[src/hdl/efm_consts.vh]
`ifndef EFM_CONSTS_VH
`define EFM_CONSTS_VH

// Register indices; the byte address is four times the index
`define EFM_IDX_ERR_UPPER       8'h02
`define EFM_IDX_ERR_LOWER       8'h04
`define EFM_IDX_TX_CTRL         8'ha8
`define EFM_IDX_TX_SNAP         8'ha9
`define EFM_IDX_RX_CTRL         8'haa
`define EFM_IDX_RX_SNAP         8'hab
`define EFM_IDX_INTERVAL_CTRL   8'hac

// Register decode codes
`define EFM_SEL_NONE            3'h0
`define EFM_SEL_ERR_UPPER       3'h1
`define EFM_SEL_ERR_LOWER       3'h2
`define EFM_SEL_TX_CTRL         3'h3
`define EFM_SEL_TX_SNAP         3'h4
`define EFM_SEL_RX_CTRL         3'h5
`define EFM_SEL_RX_SNAP         3'h6
`define EFM_SEL_INTERVAL_CTRL   3'h7

// Field positions
`define EFM_SEL_MSB             4
`define EFM_SEL_LSB             0
`define EFM_CNT_FIELD_MSB       7
`define EFM_CNT_FIELD_LSB       2
`define EFM_INTERVAL_FAST_BIT   0

// Reset values
`define EFM_CTRL_RESET          8'h00
`define EFM_INTERVAL_RESET      8'h00
`define EFM_COUNT_RESET         12'h000

// AXI responses
`define EFM_RESP_OKAY           2'b00
`define EFM_RESP_SLVERR         2'b10

// Timing
`define EFM_CLK_KHZ             50000
`define EFM_FAST_US             62500
`define EFM_FAST_PER_SEC        4'hf
`define EFM_FRAME_BITS_LAST     3'h7

`endif

[src/hdl/efm_monitor.v]
// Local design decision: register access over AXI4-Lite.
`timescale 1ns/1ps
`default_nettype none
`include "efm_consts.vh"

module efm_monitor #(
    parameter [21:0] FAST_CYCLES = (`EFM_FAST_US * `EFM_CLK_KHZ) / 1000
) (
    // Clock, reset, enable
    input  wire        clock,
    input  wire        rst_n,
    input  wire        ce,
    // AXI4-Lite write address
    input  wire [11:0] s_axi_awaddr,
    input  wire        s_axi_awvalid,
    output reg         s_axi_awready,
    // AXI4-Lite write data
    input  wire [31:0] s_axi_wdata,
    input  wire [3:0]  s_axi_wstrb,
    input  wire        s_axi_wvalid,
    output reg         s_axi_wready,
    // AXI4-Lite write response
    output reg  [1:0]  s_axi_bresp,
    output reg         s_axi_bvalid,
    input  wire        s_axi_bready,
    // AXI4-Lite read address
    input  wire [11:0] s_axi_araddr,
    input  wire        s_axi_arvalid,
    output reg         s_axi_arready,
    // AXI4-Lite read data
    output reg  [31:0] s_axi_rdata,
    output reg  [1:0]  s_axi_rresp,
    output reg         s_axi_rvalid,
    input  wire        s_axi_rready,
    // Receive framer status
    input  wire        fas_error_pulse,
    input  wire        receive_sync_lost,
    input  wire        align_search,
    // Shared bits of the other counters
    input  wire [1:0]  crc4_count_msbs,
    input  wire [1:0]  ebit_count_msbs,
    // Transmit stream
    input  wire        tx_bit_strobe,
    input  wire        tx_frame_start,
    input  wire        tx_ser_data,
    // Receive stream
    input  wire        rx_bit_strobe,
    input  wire        rx_frame_start,
    input  wire        rx_ser_data
);

    // Decode of a byte address to a register code
    function [2:0] reg_sel;
        input [11:0] addr;
        begin
            if (addr[1:0] != 2'b00) begin
                reg_sel = `EFM_SEL_NONE;
            end else if (addr[11:2] == {2'b00, `EFM_IDX_ERR_UPPER}) begin
                reg_sel = `EFM_SEL_ERR_UPPER;
            end else if (addr[11:2] == {2'b00, `EFM_IDX_ERR_LOWER}) begin
                reg_sel = `EFM_SEL_ERR_LOWER;
            end else if (addr[11:2] == {2'b00, `EFM_IDX_TX_CTRL}) begin
                reg_sel = `EFM_SEL_TX_CTRL;
            end else if (addr[11:2] == {2'b00, `EFM_IDX_TX_SNAP}) begin
                reg_sel = `EFM_SEL_TX_SNAP;
            end else if (addr[11:2] == {2'b00, `EFM_IDX_RX_CTRL}) begin
                reg_sel = `EFM_SEL_RX_CTRL;
            end else if (addr[11:2] == {2'b00, `EFM_IDX_RX_SNAP}) begin
                reg_sel = `EFM_SEL_RX_SNAP;
            end else if (addr[11:2] == {2'b00, `EFM_IDX_INTERVAL_CTRL}) begin
                reg_sel = `EFM_SEL_INTERVAL_CTRL;
            end else begin
                reg_sel = `EFM_SEL_NONE;
            end
        end
    endfunction

    // Control registers
    reg  [7:0]  tx_ctrl_q;
    reg  [7:0]  rx_ctrl_q;
    reg  [7:0]  interval_ctrl_q;

    // Write channel state
    reg         aw_got_q;
    reg         w_got_q;
    reg  [11:0] aw_addr_q;
    reg  [7:0]  w_byte_q;
    reg         w_lane0_q;
    wire [2:0]  wr_sel;

    // Error counter state
    reg  [11:0] run_count_q;
    reg  [11:0] shown_count_q;
    reg  [21:0] cyc_q;
    reg  [3:0]  fast_cnt_q;
    wire        count_ok;
    wire        fast_tick;
    wire        boundary;
    wire [11:0] run_count_inc;

    // Channel taps
    wire [1:0]  tap_strobe;
    wire [1:0]  tap_start;
    wire [1:0]  tap_data;
    wire [9:0]  tap_sel;
    wire [15:0] tap_snap;
    reg  [7:0]  rd_byte;

    assign wr_sel = reg_sel(aw_addr_q);

    // Interval timer
    assign fast_tick = (cyc_q == (FAST_CYCLES - 22'h000001));
    assign boundary  = fast_tick &&
                       (interval_ctrl_q[`EFM_INTERVAL_FAST_BIT] ||
                        (fast_cnt_q == `EFM_FAST_PER_SEC));

    always @(posedge clock or negedge rst_n) begin
        if (!rst_n) begin
            cyc_q      <= 22'h000000;
            fast_cnt_q <= 4'h0;
        end else if (ce) begin
            if (fast_tick) begin
                cyc_q      <= 22'h000000;
                fast_cnt_q <= fast_cnt_q + 4'h1;
            end else begin
                cyc_q <= cyc_q + 22'h000001;
            end
        end
    end

    // Error counter
    assign count_ok      = fas_error_pulse && !receive_sync_lost
                           && !align_search;
    assign run_count_inc = run_count_q + {11'h000, count_ok};

    always @(posedge clock or negedge rst_n) begin
        if (!rst_n) begin
            run_count_q   <= `EFM_COUNT_RESET;
            shown_count_q <= `EFM_COUNT_RESET;
        end else if (ce) begin
            if (boundary) begin
                shown_count_q <= run_count_inc;
                run_count_q   <= `EFM_COUNT_RESET;
            end else begin
                run_count_q <= run_count_inc;
            end
        end
    end

    // Transmit is index 0, receive is index 1
    assign tap_strobe = {rx_bit_strobe, tx_bit_strobe};
    assign tap_start  = {rx_frame_start, tx_frame_start};
    assign tap_data   = {rx_ser_data, tx_ser_data};
    assign tap_sel    = {rx_ctrl_q[`EFM_SEL_MSB:`EFM_SEL_LSB],
                         tx_ctrl_q[`EFM_SEL_MSB:`EFM_SEL_LSB]};

    genvar g;
    generate
        for (g = 0; g < 2; g = g + 1) begin : g_tap
            efm_slot_tap u_tap (
                .clock       (clock),
                .rst_n       (rst_n),
                .ce          (ce),
                .bit_strobe  (tap_strobe[g]),
                .frame_start (tap_start[g]),
                .ser_data    (tap_data[g]),
                .slot_sel    (tap_sel[g*5 +: 5]),
                .snap_q      (tap_snap[g*8 +: 8])
            );
        end
    endgenerate

    // Read data selection
    always @* begin
        rd_byte = 8'h00;
        case (reg_sel(s_axi_araddr))
            `EFM_SEL_ERR_UPPER: begin
                rd_byte = {shown_count_q[11:6], crc4_count_msbs};
            end
            `EFM_SEL_ERR_LOWER: begin
                rd_byte = {shown_count_q[5:0], ebit_count_msbs};
            end
            `EFM_SEL_TX_CTRL: begin
                rd_byte = tx_ctrl_q;
            end
            `EFM_SEL_TX_SNAP: begin
                rd_byte = tap_snap[7:0];
            end
            `EFM_SEL_RX_CTRL: begin
                rd_byte = rx_ctrl_q;
            end
            `EFM_SEL_RX_SNAP: begin
                rd_byte = tap_snap[15:8];
            end
            `EFM_SEL_INTERVAL_CTRL: begin
                rd_byte = interval_ctrl_q;
            end
            default: begin
                rd_byte = 8'h00;
            end
        endcase
    end

    // Write path
    always @(posedge clock or negedge rst_n) begin
        if (!rst_n) begin
            s_axi_awready   <= 1'b0;
            s_axi_wready    <= 1'b0;
            s_axi_bvalid    <= 1'b0;
            s_axi_bresp     <= `EFM_RESP_OKAY;
            aw_got_q        <= 1'b0;
            w_got_q         <= 1'b0;
            aw_addr_q       <= 12'h000;
            w_byte_q        <= 8'h00;
            w_lane0_q       <= 1'b0;
            tx_ctrl_q       <= `EFM_CTRL_RESET;
            rx_ctrl_q       <= `EFM_CTRL_RESET;
            interval_ctrl_q <= `EFM_INTERVAL_RESET;
        end else if (ce) begin
            if (s_axi_awvalid && s_axi_awready) begin
                aw_got_q      <= 1'b1;
                aw_addr_q     <= s_axi_awaddr;
                s_axi_awready <= 1'b0;
            end else if (!aw_got_q && !s_axi_bvalid) begin
                s_axi_awready <= 1'b1;
            end
            if (s_axi_wvalid && s_axi_wready) begin
                w_got_q      <= 1'b1;
                w_byte_q     <= s_axi_wdata[7:0];
                w_lane0_q    <= s_axi_wstrb[0];
                s_axi_wready <= 1'b0;
            end else if (!w_got_q && !s_axi_bvalid) begin
                s_axi_wready <= 1'b1;
            end
            if (aw_got_q && w_got_q && !s_axi_bvalid) begin
                aw_got_q     <= 1'b0;
                w_got_q      <= 1'b0;
                s_axi_bvalid <= 1'b1;
                if (wr_sel == `EFM_SEL_NONE) begin
                    s_axi_bresp <= `EFM_RESP_SLVERR;
                end else begin
                    s_axi_bresp <= `EFM_RESP_OKAY;
                end
                if (w_lane0_q) begin
                    if (wr_sel == `EFM_SEL_TX_CTRL) begin
                        tx_ctrl_q <= w_byte_q;
                    end else if (wr_sel == `EFM_SEL_RX_CTRL) begin
                        rx_ctrl_q <= w_byte_q;
                    end else if (wr_sel == `EFM_SEL_INTERVAL_CTRL) begin
                        interval_ctrl_q <= {7'h00, w_byte_q[`EFM_INTERVAL_FAST_BIT]};
                    end
                end
            end
            if (s_axi_bvalid && s_axi_bready) begin
                s_axi_bvalid <= 1'b0;
            end
        end
    end

    // Read path
    always @(posedge clock or negedge rst_n) begin
        if (!rst_n) begin
            s_axi_arready <= 1'b0;
            s_axi_rvalid  <= 1'b0;
            s_axi_rdata   <= 32'h00000000;
            s_axi_rresp   <= `EFM_RESP_OKAY;
        end else if (ce) begin
            if (s_axi_arvalid && s_axi_arready) begin
                s_axi_arready <= 1'b0;
                s_axi_rvalid  <= 1'b1;
                s_axi_rdata   <= {24'h000000, rd_byte};
                if (reg_sel(s_axi_araddr) == `EFM_SEL_NONE) begin
                    s_axi_rresp <= `EFM_RESP_SLVERR;
                end else begin
                    s_axi_rresp <= `EFM_RESP_OKAY;
                end
            end else if (s_axi_rvalid && s_axi_rready) begin
                s_axi_rvalid <= 1'b0;
            end else if (!s_axi_rvalid) begin
                s_axi_arready <= 1'b1;
            end
        end
    end

endmodule // efm_monitor

`default_nettype wire

[src/hdl/efm_slot_tap.v]
`timescale 1ns/1ps
`default_nettype none
`include "efm_consts.vh"

module efm_slot_tap (
    // Clock, reset, enable
    input  wire       clock,
    input  wire       rst_n,
    input  wire       ce,
    // Serial stream
    input  wire       bit_strobe,
    input  wire       frame_start,
    input  wire       ser_data,
    // Slot select
    input  wire [4:0] slot_sel,
    // Captured byte
    output reg  [7:0] snap_q
);

    reg  [7:0] pos_q;
    reg  [6:0] shift_q;
    wire [7:0] pos_cur;
    wire       last_bit;

    // Frame start marks bit 1 of slot 0
    assign pos_cur  = frame_start ? 8'h00 : pos_q;
    assign last_bit = (pos_cur[7:3] == slot_sel) &&
                      (pos_cur[2:0] == `EFM_FRAME_BITS_LAST);

    always @(posedge clock or negedge rst_n) begin
        if (!rst_n) begin
            pos_q   <= 8'h00;
            shift_q <= 7'h00;
            snap_q  <= 8'h00;
        end else if (ce && bit_strobe) begin
            pos_q   <= pos_cur + 8'h01;
            shift_q <= {shift_q[5:0], ser_data};
            if (last_bit) begin
                snap_q <= {shift_q, ser_data};
            end
        end
    end

endmodule // efm_slot_tap

`default_nettype wire

[config.mk]
export PLATFORM = sky130hd
export DESIGN_NAME = efm_monitor
export DESIGN_NICKNAME = d
export VERILOG_FILES = /design/src/hdl/efm_monitor.v /design/src/hdl/efm_slot_tap.v
export VERILOG_INCLUDE_DIRS = /design/src /design/src/hdl
export SDC_FILE = /design/constraint.sdc
export NUM_CORES = 1
export LEC_CHECK = 0
export BUFFER_PORTS_ARGS = -buffer_cell sky130_fd_sc_hd__buf_4
export CAP_MARGIN = 10
export CORE_AREA = 2 2 140 142
export DETAILED_ROUTE_END_ITERATION = 8
export DIE_AREA = 0 0 142 144
export MAX_ROUTING_LAYER = met4
export SYNTH_ARGS = -nofsm -noshare
export SYNTH_HDL_FRONTEND = slang
export SYNTH_SLANG_ARGS = --single-unit
[constraint.sdc]
create_clock -name clock -period 3.2 [get_ports clock]
set_clock_uncertainty 0.05 [all_clocks]
set_input_delay 0.48 -clock clock [delete_from_list [all_inputs] [get_ports clock]]
set_output_delay 0.48 -clock clock [all_outputs]
set_load 0.05 [all_outputs]
# == After elaboration in Yosys (flattened, before gate mapping) ==
# Index checks and enable logic that the tools add are counted.
# totals
romBits,0
n_memories,0
ramBits,0
input_bits,81
out_inout_bits,41
reg_bits,153
latch_bits,0
word_cells,155
# classes
mux,40
addsub,5
eq_ne,32
mul,0
div,0
bitwise_logic,2
magnitude_cmp,0
shifts,0
n_reduce_logical,50
# ops
op,n
10-bit by 8-bit == test with 1-bit output (second input constant),10
8-bit case mux with 7 select lines,1
3-bit two-way mux,18
2-bit AND reduction,14
3-bit == test (second input constant),8
22-bit by 1-bit adder with 22-bit output (second input constant),1
22-bit == test (second input constant),1
22-bit two-way mux,1
10-bit by 2-bit == test with 1-bit output (second input constant),2
10-bit by 3-bit == test with 1-bit output (second input constant),2
8-bit by 1-bit adder with 8-bit output (second input constant),2
1-bit logical AND,16
8-bit two-way mux,2
2-bit nonzero test,8
1-bit two-way mux,15
12-bit by 1-bit adder with 12-bit output,1
12-bit two-way mux,1
5-bit == test,2
3-bit by 2-bit == test with 1-bit output (second input constant),3
3-bit zero test,2
6-bit AND reduction,1
1-bit zero test,5
5-bit AND reduction,1
4-bit by 1-bit adder with 4-bit output (second input constant),1
other kinds (9),11

# == Longest topological paths before layout ==
# depth
ltp_word,13
ltp_mapped,9

# == By module ==
# From an unflattened synthesis, not the netlist that was laid out.
# unflattened
hier_cells,714
area_unflattened_um2,7674.9
# by_module_without_submodules
mod,n_inst,area_each_um2,cells_each
efm_monitor,1,5494.0,535
efm_slot_tap at g_tap[1].u_tap,1,1106.1,91
efm_slot_tap at g_tap[0].u_tap,1,1074.8,88

# == Worst setup path after synthesis ==
# OpenSTA, ideal clock, no wires.
# synth_timing
path_kind,input -> register
from,input rx_frame_start
to,register g_tap[1].u_tap.snap_q[0]
t_arrival_ns,2.156
path_stages,8
required_ns,3.025
slack_ns,0.869
setup_time_ns,0.125
path_buffers,1
cell_sequence,clkbuf_1 nor2b_1 ha_1 ha_1 o21ai_0 a2111oi_0 o211ai_1 mux2_2
# synth_via
elab_chain_len,4
elab_cells_between_ends,5
classes_between,eq/ne (2); mux (1); reduce/logical (2)
# synth_lines
element,line,source
start: declaration,efm_monitor.v:48,"input wire rx_frame_start,"
8-bit two-way mux (*),efm_slot_tap.v:26,assign pos_cur = frame_start ? 8'h00 : pos_q;
5-bit == test or 3-bit == test (tied branches),n/a,
1-bit logical AND (*),efm_slot_tap.v:27,assign last_bit = (pos_cur[7:3] == slot_sel) &&
2-bit AND reduction (no source line) (*),n/a,
end signal: assignment,efm_slot_tap.v:39,"snap_q <= {shift_q, ser_data};"
end: declaration,efm_slot_tap.v:17,output reg [7:0] snap_q
# Every way passes the cells marked *; elsewhere a longest branch is shown, timed or not.
# A chain may end at the register's enable or synchronous reset.

# == Worst setup path in the final report ==
# layout_timing
from,register aw_addr_q[8]
to,register tx_ctrl_q[7]
# layout_via
elab_chain_len,11
elab_cells_between_ends,17
classes_between,eq/ne (8); mux (8); reduce/logical (1)
# layout_lines
element,line,source
start: declaration,efm_monitor.v:86,reg [11:0] aw_addr_q;
start signal: assignment,efm_monitor.v:222,aw_addr_q <= s_axi_awaddr;
10-bit by 8-bit == test with 1-bit output,efm_monitor.v:70,"end else if (addr[11:2] == {2'b00, `EFM_IDX_INTERVAL_CTRL}) begin"
3-bit two-way mux,efm_monitor.v:70,
3-bit two-way mux,efm_monitor.v:68,"end else if (addr[11:2] == {2'b00, `EFM_IDX_RX_SNAP}) begin"
3-bit two-way mux,efm_monitor.v:66,"end else if (addr[11:2] == {2'b00, `EFM_IDX_RX_CTRL}) begin"
3-bit two-way mux,efm_monitor.v:64,"end else if (addr[11:2] == {2'b00, `EFM_IDX_TX_SNAP}) begin"
3-bit two-way mux,efm_monitor.v:62,"end else if (addr[11:2] == {2'b00, `EFM_IDX_TX_CTRL}) begin"
3-bit two-way mux,efm_monitor.v:60,"end else if (addr[11:2] == {2'b00, `EFM_IDX_ERR_LOWER}) begin"
3-bit two-way mux (*),efm_monitor.v:58,"end else if (addr[11:2] == {2'b00, `EFM_IDX_ERR_UPPER}) begin"
3-bit two-way mux (*),efm_monitor.v:56,if (addr[1:0] != 2'b00) begin
3-bit by 2-bit == test with 1-bit output (no source line) (*),n/a,
4-bit AND reduction (no source line) (*),n/a,
end signal: assignment,efm_monitor.v:216,tx_ctrl_q <= `EFM_CTRL_RESET;
end signal: assignment,efm_monitor.v:246,tx_ctrl_q <= w_byte_q;
end: declaration,efm_monitor.v:79,reg [7:0] tx_ctrl_q;
# Marks and branches as above.

==> run summary <==
The run finished with clean final reports. The analysis attributes to cell leakage a power of 3.98 nW. The detailed-route wire length on metal 1 is 7.27 mm. The pin count of the biggest net entering global routing is 53. The global route total overflow came out at 0. The global-route wire length before repair came out at 26.8 mm. Walking the worst path, the cells encountered are and4bb_2, nand3b_1, o211a_1, nor2_1, nand4bb_1, mux2_2.

The total global-route track usage is 0.172. After clock tree synthesis, the clock-pin slew on the worst setup and hold paths is 0.06 ns. The number of failing hold endpoints at the final stage came out at 0.

The met2 wire length is 8.24 mm. The worst IR drop on VDD is 0.000382 V. The share of synthesized flip-flops with an asynchronous set or reset is 1.00.

The first-pass iteration count of the detailed router came out at 6. The via count of the first global-routing pass came to 5,412. The setup-violating endpoint count in the final report is 0.

The required time of the critical path came out at 3.45 ns. The initial cell density of the core is 0.392. The post-detailed-route count of antenna-violating nets is 0. The max capacitance violation total is 0. The CTS buffer count is 17.

The biggest area contributor in the post-synthesis netlist is dfrtp_1. Broken down by cell family, the worst path's largest delay share belongs to simple AND/OR/NAND/NOR gates. Using the TritonRoute via totals, the vias-per-cell ratio works out to 5.35. Synthesis instantiated 59 different standard cells from the library.

The most instantiated flip-flop cell in the synthesis netlist is dfrtp_1. The warning count from the yosys run is 0. Yosys attributes the largest share of cell area to dfrtp_1 (50%), mux2_2 (14%), nand2_1 (3.1%).

For this design, the slowest cell found on the critical path is nand4bb_1. Summed over all failing endpoints, the final setup total negative slack is 0 ns. Setup repair after global routing left no endpoint under its margin. Leaving out fill and tap cells, the most frequent cell in the layout is dfrtp_1.

Relative to the synthesized area, the layout overhead comes to 17.3%. For the pin with the worst max-slew slack, the measured transition is 0.906 ns. The data arrival at the endpoint of the critical path came out at 2.68 ns. The total count of max-transition violations in the final report is 0. The portion of the post-synthesis area used by sequential elements came out at 0.505. The total area inside the core boundary comes to 19,100 um^2. The post-synthesis average cell area came out at 11.2 um^2. The DRC marker count from the first detailed-route iteration is 316. The portion of synthesized cell area occupied by the leading cell type is 0.505. The top cell types in the final layout, fill and taps aside, are dfrtp_1 (151), mux2_2 (93), buf_4 (78).

After clock tree synthesis, the repair step resized 0 gates. The global placer's final weighted congestion came out at 0.843. TritonCTS built the clock tree.

The H-tree depth is 4. The height of the chip is 144 um. The synthesized netlist occupies a cell area of 7480 um^2.

The die outline width came out at 142 um. Summed over all nets, wire length on met3 after detailed routing comes to 533 um. Buffers placed on the I/O ports in this run total 68. The final layout contains routed wiring with a total length of 16.2 mm. The number of synthesized flops with an enable pin came out at 0. The number of synthesized register bits is 151. The initial antenna violation count is 0. The post-route non-filler standard cell count is 993.

The top fanout value on the critical path came out at 8. In the final design database the tool counted 832 nets. The count of mapped cells out of synthesis is 669.

The root buffer cell chosen for the clock tree is clkbuf_16. The number of top-level pins is 122. The critical path is of the reg2reg type. The number of rows in the core area is 51. The count of placed standard cells including taps came out at 960. The routed via count came out at 5,309. The count of buffer and inverter cells on the critical path is 0. The clock latency of the later-clocked register in the worst-skew pair came out at 0.42 ns. The deepest clock path buffer count came out at 2. For the finished layout, the period the worst path requires is 2.43 ns.

The worst stage delay on the critical path is 0.51 ns. The worst hold path belongs to the class in2reg. The maximum achievable frequency came out at 411 MHz. The headroom to the max-slew limit came out at 0.394. The type of element capturing the critical path is a flop. The DRC violation count after routing is 0. After detailed routing, the average wire length per cell comes to 16.3 um.

The highest metal layer carrying signal wires in the routed design is met4. The number of antenna repair diodes came out at 0. The die area is 20,400 um^2. The ratio of cells with drive above 1 in the final layout came out at 0.289.

After legalization and detailed placement, the total HPWL measured 12.0 mm. The critical path launch point type is a flop. The CTS sink count came out at 151. The ratio of total power to cell area came out at 633 nW/um^2. Timing analysis after detailed placement gives a worst setup slack of 0.439 ns. The post-route clock period utilization is 0.760. The final worst-path setup slack is 0.768 ns.
-- cell type report --
type | count | area [um^2]
sequential | 151 | 3780
multi-input combinational | 477 | 3440
inverter | 15 | 56.3
clock buffer | 19 | 443
timing repair buffer | 80 | 607
fill | 1733 | 10300
clock inverter | 13 | 155
tap | 238 | 298
-- registers in the layout, summed over array words and instances (netlist names), 4 cells and up --
name	count
cyc_q	22
g_tap.u_tap.pos_q	16
g_tap.u_tap.snap_q	16
g_tap.u_tap.shift_q	14
aw_addr_q	12
run_count_q	12
shown_count_q	12
rx_ctrl_q	8
s_axi_rdata	8
tx_ctrl_q	8
w_byte_q	8
fast_cnt_q	4
-- kinds of logic after synthesis --
family	share of synthesized area
xor gates and xnor gates	0.0491
AOI/OAI and AO/OA	0.0916
and+or+nand+nor	0.145
muxes	0.146
other	0.000501
buffers and inverters	0.0478
DFF	0.505
adders and majority gates	0.0150
-- cells in the mapped netlist (5+ instances only) --
| cell | n |
|---|---|
| a21oi_1 | 11 |
| a222oi_1 | 5 |
| a22oi_1 | 8 |
| and3_1 | 5 |
| buf_4 | 26 |
| clkbuf_1 | 19 |
| dfrtp_1 | 151 |
| ha_1 | 9 |
| inv_1 | 15 |
| mux2_2 | 93 |
| nand2_1 | 62 |
| nand2b_1 | 6 |
| nand3_1 | 27 |
| nand4_1 | 13 |
| nand4b_1 | 5 |
| nor2_1 | 33 |
| nor2b_1 | 13 |
| nor3_1 | 14 |
| nor4_1 | 5 |
| o21ai_0 | 33 |
| o2bb2ai_1 | 6 |
| xnor2_1 | 26 |
| xor2_1 | 16 |
-- stage by stage --
stage	hold slack (ns)	instance area [um^2]	util	power, mW
4_1_cts	0.228	8780	0.460	5.62
6_report	0.239	8780	0.460	5.56
2_1_floorplan	0.134	7580	-	3.25
3_5_place_dp	0.415	8170	0.428	3.59
3_3_place_gp	0.410	8170	0.428	3.52
5_1_grt	0.223	8780	0.460	5.83
-- path summary, 6_finish.rpt --
path                       slack [ns]       endpoint      startpoint  cells past startpoint
min in group asynchronous        0.55   rx_ctrl_q[5]           rst_n                      2
setup reg to reg                 0.77   tx_ctrl_q[7]    aw_addr_q[8]                      6
hold reg to reg                  0.43  fast_cnt_q[3]   fast_cnt_q[3]                      1
hold / removal                   0.24    w_byte_q[0]  s_axi_wdata[0]                      2
max in group asynchronous        1.81       cyc_q[7]           rst_n                      3
setup / recovery                 0.77   tx_ctrl_q[7]    aw_addr_q[8]                      6
-- worst reg2reg max path, cell delays in order (launching register included) --
cell	delay, ns
dfrtp_1	0.40
and4bb_2	0.33
nand3b_1	0.13
o211a_1	0.26
nor2_1	0.17
nand4bb_1	0.51
mux2_2	0.47
-- metal layers --
metal	vias to the layer above	global-route usage
met4	0	0.0568
li1	2505	-
met1	2685	0.214
met2	108	0.280
met5	-	-
met3	11	0.0368
-- power breakdown --
part / switching (mW) / total [mW] / leakage (nW) / internal [mW]
registers: 0.326 / 2.57 / 1.98 / 2.24
clock network: 0.774 / 2.01 / 0.288 / 1.24
logic: 0.521 / 0.972 / 1.71 / 0.452
total: 1.62 / 5.56 / 3.98 / 3.93
-- timing repair --
item / 4_1_cts / 5_1_grt
hold buffers: 1 / 0
buffers inserted: 0 / 0
hold endpoints to repair: 48 / 0
(Power assumes the default switching activity.)
